==> src/rtl/arfb_defines.vh <==
// Constants for the response frame builder.
`ifndef ARFB_DEFINES_VH
`define ARFB_DEFINES_VH
`define ARFB_DELIM        8'h7E
`define ARFB_TYPE_CMD     8'h88
`define ARFB_TYPE_STAT    8'h8A
`define ARFB_CKS_BASE     8'hFF
`define ARFB_CMD_FIXED    16'h0005
`define ARFB_STAT_LEN     16'h0002
`define ARFB_CST_OK       8'h00
`define ARFB_CST_ERROR    8'h01
`define ARFB_CST_BADCMD   8'h02
`define ARFB_CST_BADPARM  8'h03
`define ARFB_CST_TXFAIL   8'h04
`define ARFB_MS_HWRST     8'h00
`define ARFB_MS_WDRST     8'h01
`define ARFB_MS_JOINED    8'h02
`define ARFB_MS_DISASSOC  8'h03
`define ARFB_MS_COORD     8'h06
`define ARFB_MS_KEYUPD    8'h07
`define ARFB_MS_VSUPPLY   8'h0D
`define ARFB_MS_CFGJOIN   8'h11
`define ARFB_MS_STACKERR  8'h80
`endif

==> src/rtl/arfb_frame_builder.v <==
// Builds command answer and unsolicited status frames onto a byte stream.
`timescale 1ns/100ps
`include "arfb_defines.vh"
module arfb_frame_builder #(
    parameter AW = 4
) (
    // Clock and reset.
    input  wire          clk_sys_in,
    input  wire          srst_in,
    // Parameter data loading for query answers.
    input  wire          pdata_wr_in,
    input  wire [AW-1:0] pdata_addr_in,
    input  wire [7:0]    pdata_in,
    // Command answer request.
    input  wire          cmd_req_in,
    input  wire [7:0]    cmd_id_in,
    input  wire [7:0]    cmd_name0_in,
    input  wire [7:0]    cmd_name1_in,
    input  wire [7:0]    cmd_status_in,
    input  wire          cmd_query_in,
    input  wire [AW:0]   cmd_dlen_in,
    output reg           cmd_busy_out,
    // Unsolicited status event.
    input  wire          stat_req_in,
    input  wire [7:0]    stat_code_in,
    output reg           stat_pend_out,
    // Byte stream toward the serial port.
    output reg  [7:0]    tx_data_out,
    output reg           tx_valid_out,
    output reg           tx_last_out,
    input  wire          tx_ready_in
);
    // One-hot states: idle, header bytes, parameter bytes, checksum.
    localparam [3:0] ST_IDLE = 4'b0001;
    localparam [3:0] ST_HEAD = 4'b0010;
    localparam [3:0] ST_DATA = 4'b0100;
    localparam [3:0] ST_CKS  = 4'b1000;

    reg [3:0]    state_r;
    reg [2:0]    idx_r;
    reg          is_cmd_r;
    reg [7:0]    id_r;
    reg [7:0]    n0_r;
    reg [7:0]    n1_r;
    reg [7:0]    st_r;
    reg [7:0]    cmd_st_r;
    reg [AW:0]   dlen_r;
    reg [AW:0]   didx_r;
    reg [7:0]    sum_r;
    reg          cmd_pend_r;
    reg [7:0]    scode_r;
    reg          fetch_r;
    reg [15:0]   len_w;
    reg [7:0]    hdr_w;
    reg [2:0]    hdr_last_w;
    wire [7:0]   mem_q;
    wire         take_w;

    // Answer data are read from address zero upward, one byte per fetch.
    arfb_data_mem #(.AW(AW)) u_mem (
        .clk_sys_in (clk_sys_in),
        .wr_en_in   (pdata_wr_in),
        .wr_addr_in (pdata_addr_in),
        .wr_data_in (pdata_in),
        .rd_addr_in (didx_r[AW-1:0]),
        .rd_data_out(mem_q)
    );

    // A byte leaves when the consumer takes it; a byte not taken stays on the port.
    assign take_w = tx_valid_out & tx_ready_in;

    always @*
    begin
        // Length counts type through last data byte.
        len_w = is_cmd_r ? (`ARFB_CMD_FIXED + {{(15-AW){1'b0}}, dlen_r}) : `ARFB_STAT_LEN;
        hdr_last_w = is_cmd_r ? 3'h7 : 3'h4;
        case (idx_r)
            3'h0: hdr_w = `ARFB_DELIM;
            3'h1: hdr_w = len_w[15:8];
            3'h2: hdr_w = len_w[7:0];
            3'h3: hdr_w = is_cmd_r ? `ARFB_TYPE_CMD : `ARFB_TYPE_STAT;
            // Offset 4 holds the identifier of an answer or the code of an event.
            3'h4: hdr_w = is_cmd_r ? id_r : st_r;
            3'h5: hdr_w = n0_r;
            3'h6: hdr_w = n1_r;
            3'h7: hdr_w = cmd_st_r;
            default: hdr_w = 8'h00;
        endcase
    end

    always @(posedge clk_sys_in)
    begin
        if (srst_in)
        begin
            state_r       <= ST_IDLE;
            idx_r         <= 3'h0;
            is_cmd_r      <= 1'b0;
            id_r          <= 8'h00;
            n0_r          <= 8'h00;
            n1_r          <= 8'h00;
            st_r          <= 8'h00;
            cmd_st_r      <= 8'h00;
            dlen_r        <= {(AW+1){1'b0}};
            didx_r        <= {(AW+1){1'b0}};
            sum_r         <= 8'h00;
            cmd_pend_r    <= 1'b0;
            scode_r       <= 8'h00;
            fetch_r       <= 1'b0;
            cmd_busy_out  <= 1'b0;
            stat_pend_out <= 1'b0;
            tx_data_out   <= 8'h00;
            tx_valid_out  <= 1'b0;
            tx_last_out   <= 1'b0;
        end
        else
        begin
            // A request while busy is dropped without a trace; callers watch busy.
            // Latch a command answer; identifier zero asks for silence.
            if (cmd_req_in && !cmd_busy_out && cmd_id_in != 8'h00)
            begin
                cmd_busy_out <= 1'b1;
                cmd_pend_r   <= 1'b1;
                id_r         <= cmd_id_in;
                n0_r         <= cmd_name0_in;
                n1_r         <= cmd_name1_in;
                // Kept apart from the event code, so that an event frame sent
                // while the answer waits cannot corrupt its status byte.
                cmd_st_r     <= cmd_status_in;
                // Set answers carry no data even if a length is offered.
                dlen_r <= cmd_query_in ? cmd_dlen_in : {(AW+1){1'b0}};
            end
            // A new event while one waits overwrites the code; only one is held.
            if (stat_req_in)
            begin
                stat_pend_out <= 1'b1;
                scode_r       <= stat_code_in;
            end
            case (state_r)
                ST_IDLE:
                begin
                    // The checksum byte of the last frame may still wait for the
                    // consumer; no new frame starts before it has been taken.
                    if (take_w)
                    begin
                        tx_valid_out <= 1'b0;
                        tx_last_out  <= 1'b0;
                    end
                    // Status events go first, as they are rarer and time sensitive, unless stat_req_in is high in that cycle.
                    if (!tx_valid_out || take_w)
                    begin
                        if (stat_pend_out && !stat_req_in)
                        begin
                            is_cmd_r      <= 1'b0;
                            st_r          <= scode_r;
                            stat_pend_out <= 1'b0;
                            idx_r         <= 3'h0;
                            state_r       <= ST_HEAD;
                        end
                        else if (cmd_pend_r)
                        begin
                            is_cmd_r   <= 1'b1;
                            cmd_pend_r <= 1'b0;
                            idx_r      <= 3'h0;
                            state_r    <= ST_HEAD;
                        end
                    end
                end
                ST_HEAD:
                begin
                    if (!tx_valid_out || take_w)
                    begin
                        tx_valid_out <= 1'b1;
                        tx_data_out  <= hdr_w;
                        // Bytes from offset 3 on feed the sum; the first three clear it.
                        sum_r <= (idx_r >= 3'h3) ? sum_r + hdr_w : 8'h00;
                        if (idx_r == hdr_last_w)
                        begin
                            didx_r  <= {(AW+1){1'b0}};
                            fetch_r <= 1'b0;
                            state_r <= (is_cmd_r && dlen_r != {(AW+1){1'b0}}) ?
                                       ST_DATA : ST_CKS;
                        end
                        else
                            idx_r <= idx_r + 3'h1;
                    end
                end
                ST_DATA:
                begin
                    // One idle cycle lets the registered memory read settle.
                    // Data bytes thus leave at most every other cycle, which the
                    // far slower serial port never notices.
                    if (take_w)
                        tx_valid_out <= 1'b0;
                    if (!fetch_r)
                        fetch_r <= 1'b1;
                    else if (!tx_valid_out || take_w)
                    begin
                        tx_valid_out <= 1'b1;
                        tx_data_out  <= mem_q;
                        sum_r        <= sum_r + mem_q;
                        fetch_r      <= 1'b0;
                        didx_r       <= didx_r + 1'b1;
                        if (didx_r + 1'b1 == dlen_r)
                            state_r <= ST_CKS;
                    end
                end
                ST_CKS:
                begin
                    if (!tx_valid_out || take_w)
                    begin
                        // The sum already holds the final byte before the checksum.
                        tx_data_out  <= `ARFB_CKS_BASE - sum_r;
                        tx_valid_out <= 1'b1;
                        tx_last_out  <= 1'b1;
                        state_r      <= ST_IDLE;
                        // Holding busy until the checksum goes lets a caller
                        // chain several answers under one identifier.
                        if (is_cmd_r)
                            cmd_busy_out <= 1'b0;
                    end
                end
                default:
                    state_r <= ST_IDLE;
            endcase
        end
    end
endmodule

==> src/rtl/arfb_data_mem.v <==
// Parameter data store for query answers, registered read port.
`timescale 1ns/100ps
module arfb_data_mem #(
    parameter AW = 4
) (
    // Clock.
    input  wire          clk_sys_in,
    // Write port.
    input  wire          wr_en_in,
    input  wire [AW-1:0] wr_addr_in,
    input  wire [7:0]    wr_data_in,
    // Read port.
    input  wire [AW-1:0] rd_addr_in,
    output reg  [7:0]    rd_data_out
);
    reg [7:0] mem_r [0:(1<<AW)-1];

    always @(posedge clk_sys_in)
    begin
        if (wr_en_in)
            mem_r[wr_addr_in] <= wr_data_in;
        rd_data_out <= mem_r[rd_addr_in];
    end
endmodule

==> config.mk <==
export PLATFORM = sky130hd
export DESIGN_NAME = arfb_frame_builder
export DESIGN_NICKNAME = d
export VERILOG_FILES = /design/src/rtl/arfb_frame_builder.v /design/src/rtl/arfb_data_mem.v
export VERILOG_INCLUDE_DIRS = /design/src /design/src/rtl
export SDC_FILE = /design/constraint.sdc
export NUM_CORES = 1
export LEC_CHECK = 0
export BUFFER_PORTS_ARGS = -buffer_cell sky130_fd_sc_hd__buf_4
export CELL_PAD_IN_SITES_DETAIL_PLACEMENT = 2
export CELL_PAD_IN_SITES_GLOBAL_PLACEMENT = 2
export CORE_ASPECT_RATIO = 0.5
export CORE_MARGIN = 2
export CORE_UTILIZATION = 37
export DETAILED_ROUTE_END_ITERATION = 6
export PLACE_DENSITY = 0.77
export SYNTH_ARGS = -nofsm -noshare
export SYNTH_HDL_FRONTEND = slang
export SYNTH_HIERARCHICAL = 1
export SYNTH_SLANG_ARGS = --single-unit
==> constraint.sdc <==
create_clock -name clk_sys_in -period 3.14 [get_ports clk_sys_in]
set_input_delay 0.157 -clock clk_sys_in [delete_from_list [all_inputs] [get_ports clk_sys_in]]
set_output_delay 0.157 -clock clk_sys_in [all_outputs]
set_load 0.01 [all_outputs]
Yosys cells after proc, flatten, opt, wreduce, memory -nomap -nowiden
Memories as Yosys holds them, arrays and structs flattened. A register that Yosys moved wholly into a read port is not among the register bits.
Cells that the tools add are included.
{ "word_totals": {"register_bits": 88, "ram_bits": 128, "memories": 1, "out_inout_bits": 12, "in_bits": 64, "latch_bits": 0, "rom_bits": 0} }
{ "classes": {"mux": 67, "eq_ne": 24, "multipliers": 0, "reduce_logical": 28, "n_bitwise": 1, "div": 0, "magnitude_cmp": 1, "n_addsub": 6, "shifts": 0} }
{ "mem_list": {"columns": ["memory", "words", "word_bits", "read_ports", "rd_ports_with_merged_regs", "write_ports", "line", "rtl"], "rows": [
  ["u_mem.mem_r", 16, 8, 1, 1, 1, "arfb_data_mem.v:16", "reg [7:0] mem_r [0:(1<<AW)-1];"]
]} }
{ "op_table": {"columns": ["op", "count"], "rows": [
  ["$mux W8", 9],
  ["$pmux W8 S8", 1],
  ["$mux W4", 10],
  ["$mux W1", 26],
  ["$mux W5", 5],
  ["$pmux W8 S3", 1],
  ["$ne A2 B2 Y1 const B", 9],
  ["$add A8 B8 Y8", 2],
  ["$pmux W4 S4", 1],
  ["$pmux W8 S2", 1],
  ["$mux W3", 5],
  ["$reduce_and A5 Y1", 3],
  ["$eq A3 B3 Y1 const B", 4],
  ["$reduce_and A3 Y1", 4],
  ["$pmux W5 S2", 1],
  ["$reduce_and A8 Y1", 1],
  ["$reduce_bool A2 Y1", 4],
  ["$reduce_bool A8 Y1", 1],
  ["$sub A8 B8 Y8 const A", 1],
  ["$add A3 B5 Y6 const A", 1],
  ["$eq A3 B2 Y1 const B", 2],
  ["$mux W6", 1],
  ["$pmux W3 S2", 1],
  ["$reduce_bool A3 Y1", 2],
  ["other kinds (24)", 31]
]} }

Depth between registers and ports, before layout
{ "logic_depth": {"word_depth": 8, "depth_mapped": 15, "depth_no_buf": 14} }

Hierarchy
The synthesis kept the hierarchy.
{ "by_module_without_submodules": {"columns": ["mod", "area_each_um2", "n_inst", "cells_per_inst"], "rows": [
  ["arfb_data_mem", 5147.4, 1, 229],
  ["arfb_frame_builder", 4870.9, 1, 599]
]} }

Worst setup path after synthesis
Ideal clock, no wire load.
{ "synth_timing": {"kind": "flip-flop to flip-flop", "from": "reg idx_r[2]", "to": "reg sum_r[7]", "setup_ns": 0.074, "n_path_buf": 1, "stages_incl_launch_ff": 15, "setup_slack_ns": -0.302, "period_less_slack_ns": 3.442, "t_arrival_ns": 3.368, "path_cell_list": "dfxtp_1 clkbuf_1 inv_1 ha_1 or4_1 a21oi_1 nor4_1 inv_1 ha_1 a21o_1 a41oi_1 a31oi_1 xor2_1 mux2_2 a31oi_1"} }
{ "synth_via": {"elab_chain_cells": 6, "word_cells_on_any_way": 14, "classes_between": "1 x add/sub; 1 x order compare; 7 x eq/ne; 4 x mux; 1 x reduce/logical"} }
{ "synth_rtl": {"columns": ["item", "line", "rtl"], "rows": [
  ["start, declared", "arfb_frame_builder.v:40", "reg [2:0] idx_r;"],
  ["start signal, assigned", "arfb_frame_builder.v:184", "idx_r <= idx_r + 3'h1;"],
  ["$eq A3 B3 Y1, or another cell as far along", "arfb_frame_builder.v:77", "case (idx_r)"],
  ["$pmux W8 S8", "arfb_frame_builder.v:77", null],
  ["$add A8 B8 Y8", "arfb_frame_builder.v:175", "sum_r <= (idx_r >= 3'h3) ? sum_r + hdr_w : 8'h00;"],
  ["$mux W8 *", "arfb_frame_builder.v:175", null],
  ["$mux W8 *", "arfb_frame_builder.v:170", "if (!tx_valid_out || take_w)"],
  ["$pmux W8 S2 *", "arfb_frame_builder.v:138", "case (state_r)"],
  ["end signal, assigned", "arfb_frame_builder.v:175", null],
  ["end signal, assigned", "arfb_frame_builder.v:200", "sum_r <= sum_r + mem_q;"],
  ["end, declared", "arfb_frame_builder.v:49", "reg [7:0] sum_r;"]
]} }
Every way passes the cells marked *; elsewhere a longest branch is shown, timed or not. The select of a mux whose other input is x is not followed.
A chain may end at the register's enable or synchronous reset.

Final worst setup path
{ "layout_timing": {"from": "reg idx_r[0]", "to": "reg sum_r[7]"} }
The elaborated chain is that of the path after synthesis.

==> results by group <==
Setup path
  • CP Max Fanout: 4
  • CP cell instances: ha_4 -> ha_4 -> buf_4 -> buf_4 -> a21oi_1 -> o211ai_1 -> a311oi_1 -> o21ai_1 -> ha_4 -> a21o_1 -> nand2_1 -> a31oi_1 -> xor2_1 -> mux2_4 -> a31oi_1
  • Reg2reg end: sum_r[7]
  • CP endpoint kind: flip-flop
  • Worst r2r src: idx_r[0]
  • Crit path top cell by count: ha_4
  • WS Path Type: reg -> reg
  • CP Launch Type: flip-flop
  • Cells on worst reg2reg path: 15
  • Worst EP required: 3.59 ns
  • Critical Path AT: 3.78 ns
  • Slowest CP cell: dfxtp_4
  • R2r setup slk: -0.19 ns
  • Worst stage delay on the critical path: 0.37 ns

Yosys
  • Post-Synth Simple-Gate Area: 0.119
  • Mux contribution to synthesized area: 0.105
  • Ys async rst share: 0
  • Net count after synthesis: 917
  • Top cells by area, synth: edfxtp_1, dfxtp_1, mux4_2
  • Ys flop type: edfxtp_1
  • Synth Cell Area: 10,000 µm²
  • Syn Area/Cell: 12.1 µm²
  • Post-synth top area cell: edfxtp_1
  • Syn Inst Count: 828
  • Post-Synth Adder-Cell Area: 0.0327
  • Yosys reg bits: 224
  • Share of the synthesized area in the top cell type: 0.384
  • Xor and xnor area share after synthesis: 0.0166
  • Post-synth EDFFs: 128
  • Yosys Warn Count: 6
  • Combinational family with the most area after synthesis: simple AND/OR/NAND/NOR gates
  • Synth Area in Compound Gates: 0.116
  • Part of the Yosys area used for sequential elements: 0.575
  • Netlist cell types: 68

Outcome
  • Failing checks: negative setup slack
  • Status: finished with violations

Clock network
  • Total CTS buffers: 22
  • H-tree levels: 1
  • CTS tree: built
  • Latest clock arrival within the worst-skew pair: 0.53 ns
  • Clk slew on worst S/H paths: 0.07 ns
  • Clock buffer depth: 3
  • Total clock sinks: 224
  • Root Buffer: clkbuf_16

Place
  • Post-detail-place hpwl: 20.1 mm
  • Gp weighted congestion: 0.828
  • Dpl ws: -0.0761 ns
  • Number of buffers added on ports: 75

Cells and area
  • Number of fill cells: 2,562
  • Area delta synth->final: 26.4%
  • Nets: 1,070
  • Antenna Diode Count: 0
  • Layout cells sized above 1: 0.218

Timing
  • Fin Setup TNS: -0.233 ns
  • RSZ-0062 raised after global routing: yes
  • Final period util: 1.06
  • Slew Viols, Final: 0
  • Final hold vios: 0
  • Clock Skew: 0.0142 ns
  • Final setup margin: -0.188 ns
  • Final hold slack: 0.0418 ns
  • Worst-Margin Slew: 1.11 ns
  • Fin crit period: 3.33 ns
  • Setup violations, final: 3
  • Max-slew headroom: 0.256
  • Fmax: 300 MHz

Hold path
  • Worst Hold Launch: pdata_addr_in[1]
  • Hold crit path type: in -> reg
  • Worst Hold Depth: 2
  • Min-Delay Endpoint: u_mem/mem_r[4][7]

Power and ir drop
  • Leakage: 0.00458 µW
  • Sw Share: 0.262
  • Power share of the sequential group: 0.468
  • Net switching power: 1900 µW
  • VDD IR max: 0.374 mV
  • Power Dens Cells: 572 nW/µm²
  • Comb pwr share: 0.141
  • Int Pwr: 5340 µW
  • Clock power share: 0.391

Floorplan
  • IO Pins: 76
  • Die span in y: 120 µm
  • Starting Density: 0.378
  • Row count: 42
  • Core area: 26,500 µm²
  • DIE AREA: 28,500 µm²
  • Horiz. Die Dim: 237 µm

Detailed routing
  • DRT Pass-1 Iters: 5
  • Vias per Instance: 5.60
  • Mean routed wirelength per cell: 24.2 µm
  • DR iter-0 viols: 424
  • DRC violations left: 0
  • Antenna Nets Post-Route: 0
  • DR vias: 7,556
  • Overall routed net length: 32.6 mm

Run
  • Max Cap Viol: 0

Global routing
  • M3 GR Usage: 0.0365
  • M1 GR Usage: 0.284
  • Largest net degree at the start of global routing: 89
  • First-pass GRT wire length: 48.5 mm
  • Vias in the first global route: 8,171
  • GRT busiest layer: met2
  • Met2 GRT Util: 0.401
  • Total gr overflow: 0
  • Gr usage total: 0.222
  • Initial antenna violation count: 0
## sequential cells by signal, summed over array words and instances (netlist names), 3 cells and up
signal             cells
cmd_st_r               8
didx_r                 5
dlen_r                 5
id_r                   8
idx_r                  3
n0_r                   8
n1_r                   8
scode_r                8
st_r                   8
state_r                4
sum_r                  8
tx_data_out            8
u_mem/mem_r          128
u_mem/rd_data_out      8
## worst max path at each step
stage / slack [ns] / endpoint / from / cells past startpoint
finish: -0.19 / sum_r[7] / idx_r[0] / 15
global route: -0.27 / sum_r[7] / idx_r[0] / 15
CTS: -0.04 / sum_r[7] / idx_r[0] / 12
detailed placement: -0.08 / sum_r[7] / idx_r[1] / 14
global placement: 0.04 / sum_r[7] / idx_r[0] / 13
floorplan: 0.02 / sum_r[7] / idx_r[1] / 14
## final cells by class
class                      instances  area (µm²)  share of cell area
sequential                       224        5770               0.456
multi-input combinational        534        4120               0.325
timing repair buffer             179        1500               0.118
clock buffer                      33         632              0.0499
tap                              352         440              0.0348
clock inverter                     7         123             0.00969
inverter                          20        75.1             0.00593
## metrics by stage
stage | std cells | total power, µW | area [µm²] | utilization
global route | 1349 | 7530 | 12700 | 0.477
floorplan | 828 | 3980 | 10100 | -
global placement | 1236 | 4290 | 11000 | 0.416
finish | 1349 | 7240 | 12700 | 0.477
detailed placement | 1236 | 4350 | 11000 | 0.416
CTS | 1339 | 7240 | 12400 | 0.468
## power groups by stage
stage / sequential, µW / clock, µW / combinational (µW)
after global placement: 3430 / 0 / 862
after global routing: 3400 / 3020 / 1110
after detailed placement: 3440 / 0 / 901
after CTS: 3380 / 2890 / 970
after floorplan: 3360 / 0 / 621
final: 3390 / 2830 / 1020
## cells in the mapped netlist, types with 2 or more instances
cell,instances
a32oi_1,4
edfxtp_1,128
o31ai_1,3
ha_1,23
mux2_2,2
nor2_1,82
o211ai_1,2
xnor2_1,7
nor3_1,12
inv_1,20
a311oi_1,5
nand4_1,2
buf_2,9
nand4b_1,2
o41ai_1,2
a22oi_1,23
buf_6,6
dfxtp_1,96
mux2i_1,26
and2b_1,2
a31oi_1,9
mux4_2,18
clkbuf_1,25
o21ai_0,18
nand3b_1,10
buf_1,4
nor2b_1,6
fa_1,2
a21o_1,7
xor2_1,12
a221oi_1,6
or4b_2,3
a21oi_1,59
o221ai_1,4
buf_4,3
mux4_1,14
nand3_1,16
o21a_1,3
nand2b_1,7
clkdlybuf4s25_2,3
nand2_1,98
or4_1,2
nor4_1,6
a211oi_1,13
## what timing repair did
item / 4_1_cts / 5_1_grt
hold buffers: 60 / 0
cloned: 0 / 0
hold endpoints to repair: 176 / 0
pin swaps: 5 / 17
setup buffers: 3 / 10
resized for setup: 4 / 34
setup endpoints to repair: 3 / 5
## cell usage in the layout, fill, tap and decap left out, types with 22 or more instances in the layout
cell type | netlist | layout
buf_4 | 3 | 118
clkbuf_16 | 0 | 22
edfxtp_1 | 128 | 128
dfxtp_1 | 96 | 92
mux2i_1 | 26 | 26
a21oi_1 | 59 | 56
nand2_1 | 98 | 97
dlygate4sd3_1 | 0 | 60
a22oi_1 | 23 | 22
nor2_1 | 82 | 82
## per-layer routing
metal	share of wire	routed length [µm]	vias to the layer above
met5	0	0	-
met4	0.018	575	0
met3	0.034	1120	47
met2	0.51	16600	173
met1	0.44	14200	3933
li1	-	-	3403
## critical path: cells and delay by family, from the launching register on
kind / cells / cell delay, ns
buf+inv: 2 / 0.25
fa+ha+maj: 3 / 0.70
simple gates: 1 / 0.08
mux: 1 / 0.32
flops: 1 / 0.37
xor+xnor: 1 / 0.21
compound gates: 7 / 1.32
## logic make-up (layout without fill, tap and decap cells)
logic type,Yosys count,in the layout
fa+ha+maj,25,25
buf+inv,70,239
xor+xnor,19,19
mux,60,60
flops,224,224
simple gates,258,258
compound gates,172,172
Note: power is estimated with default switching activity, not from simulation.
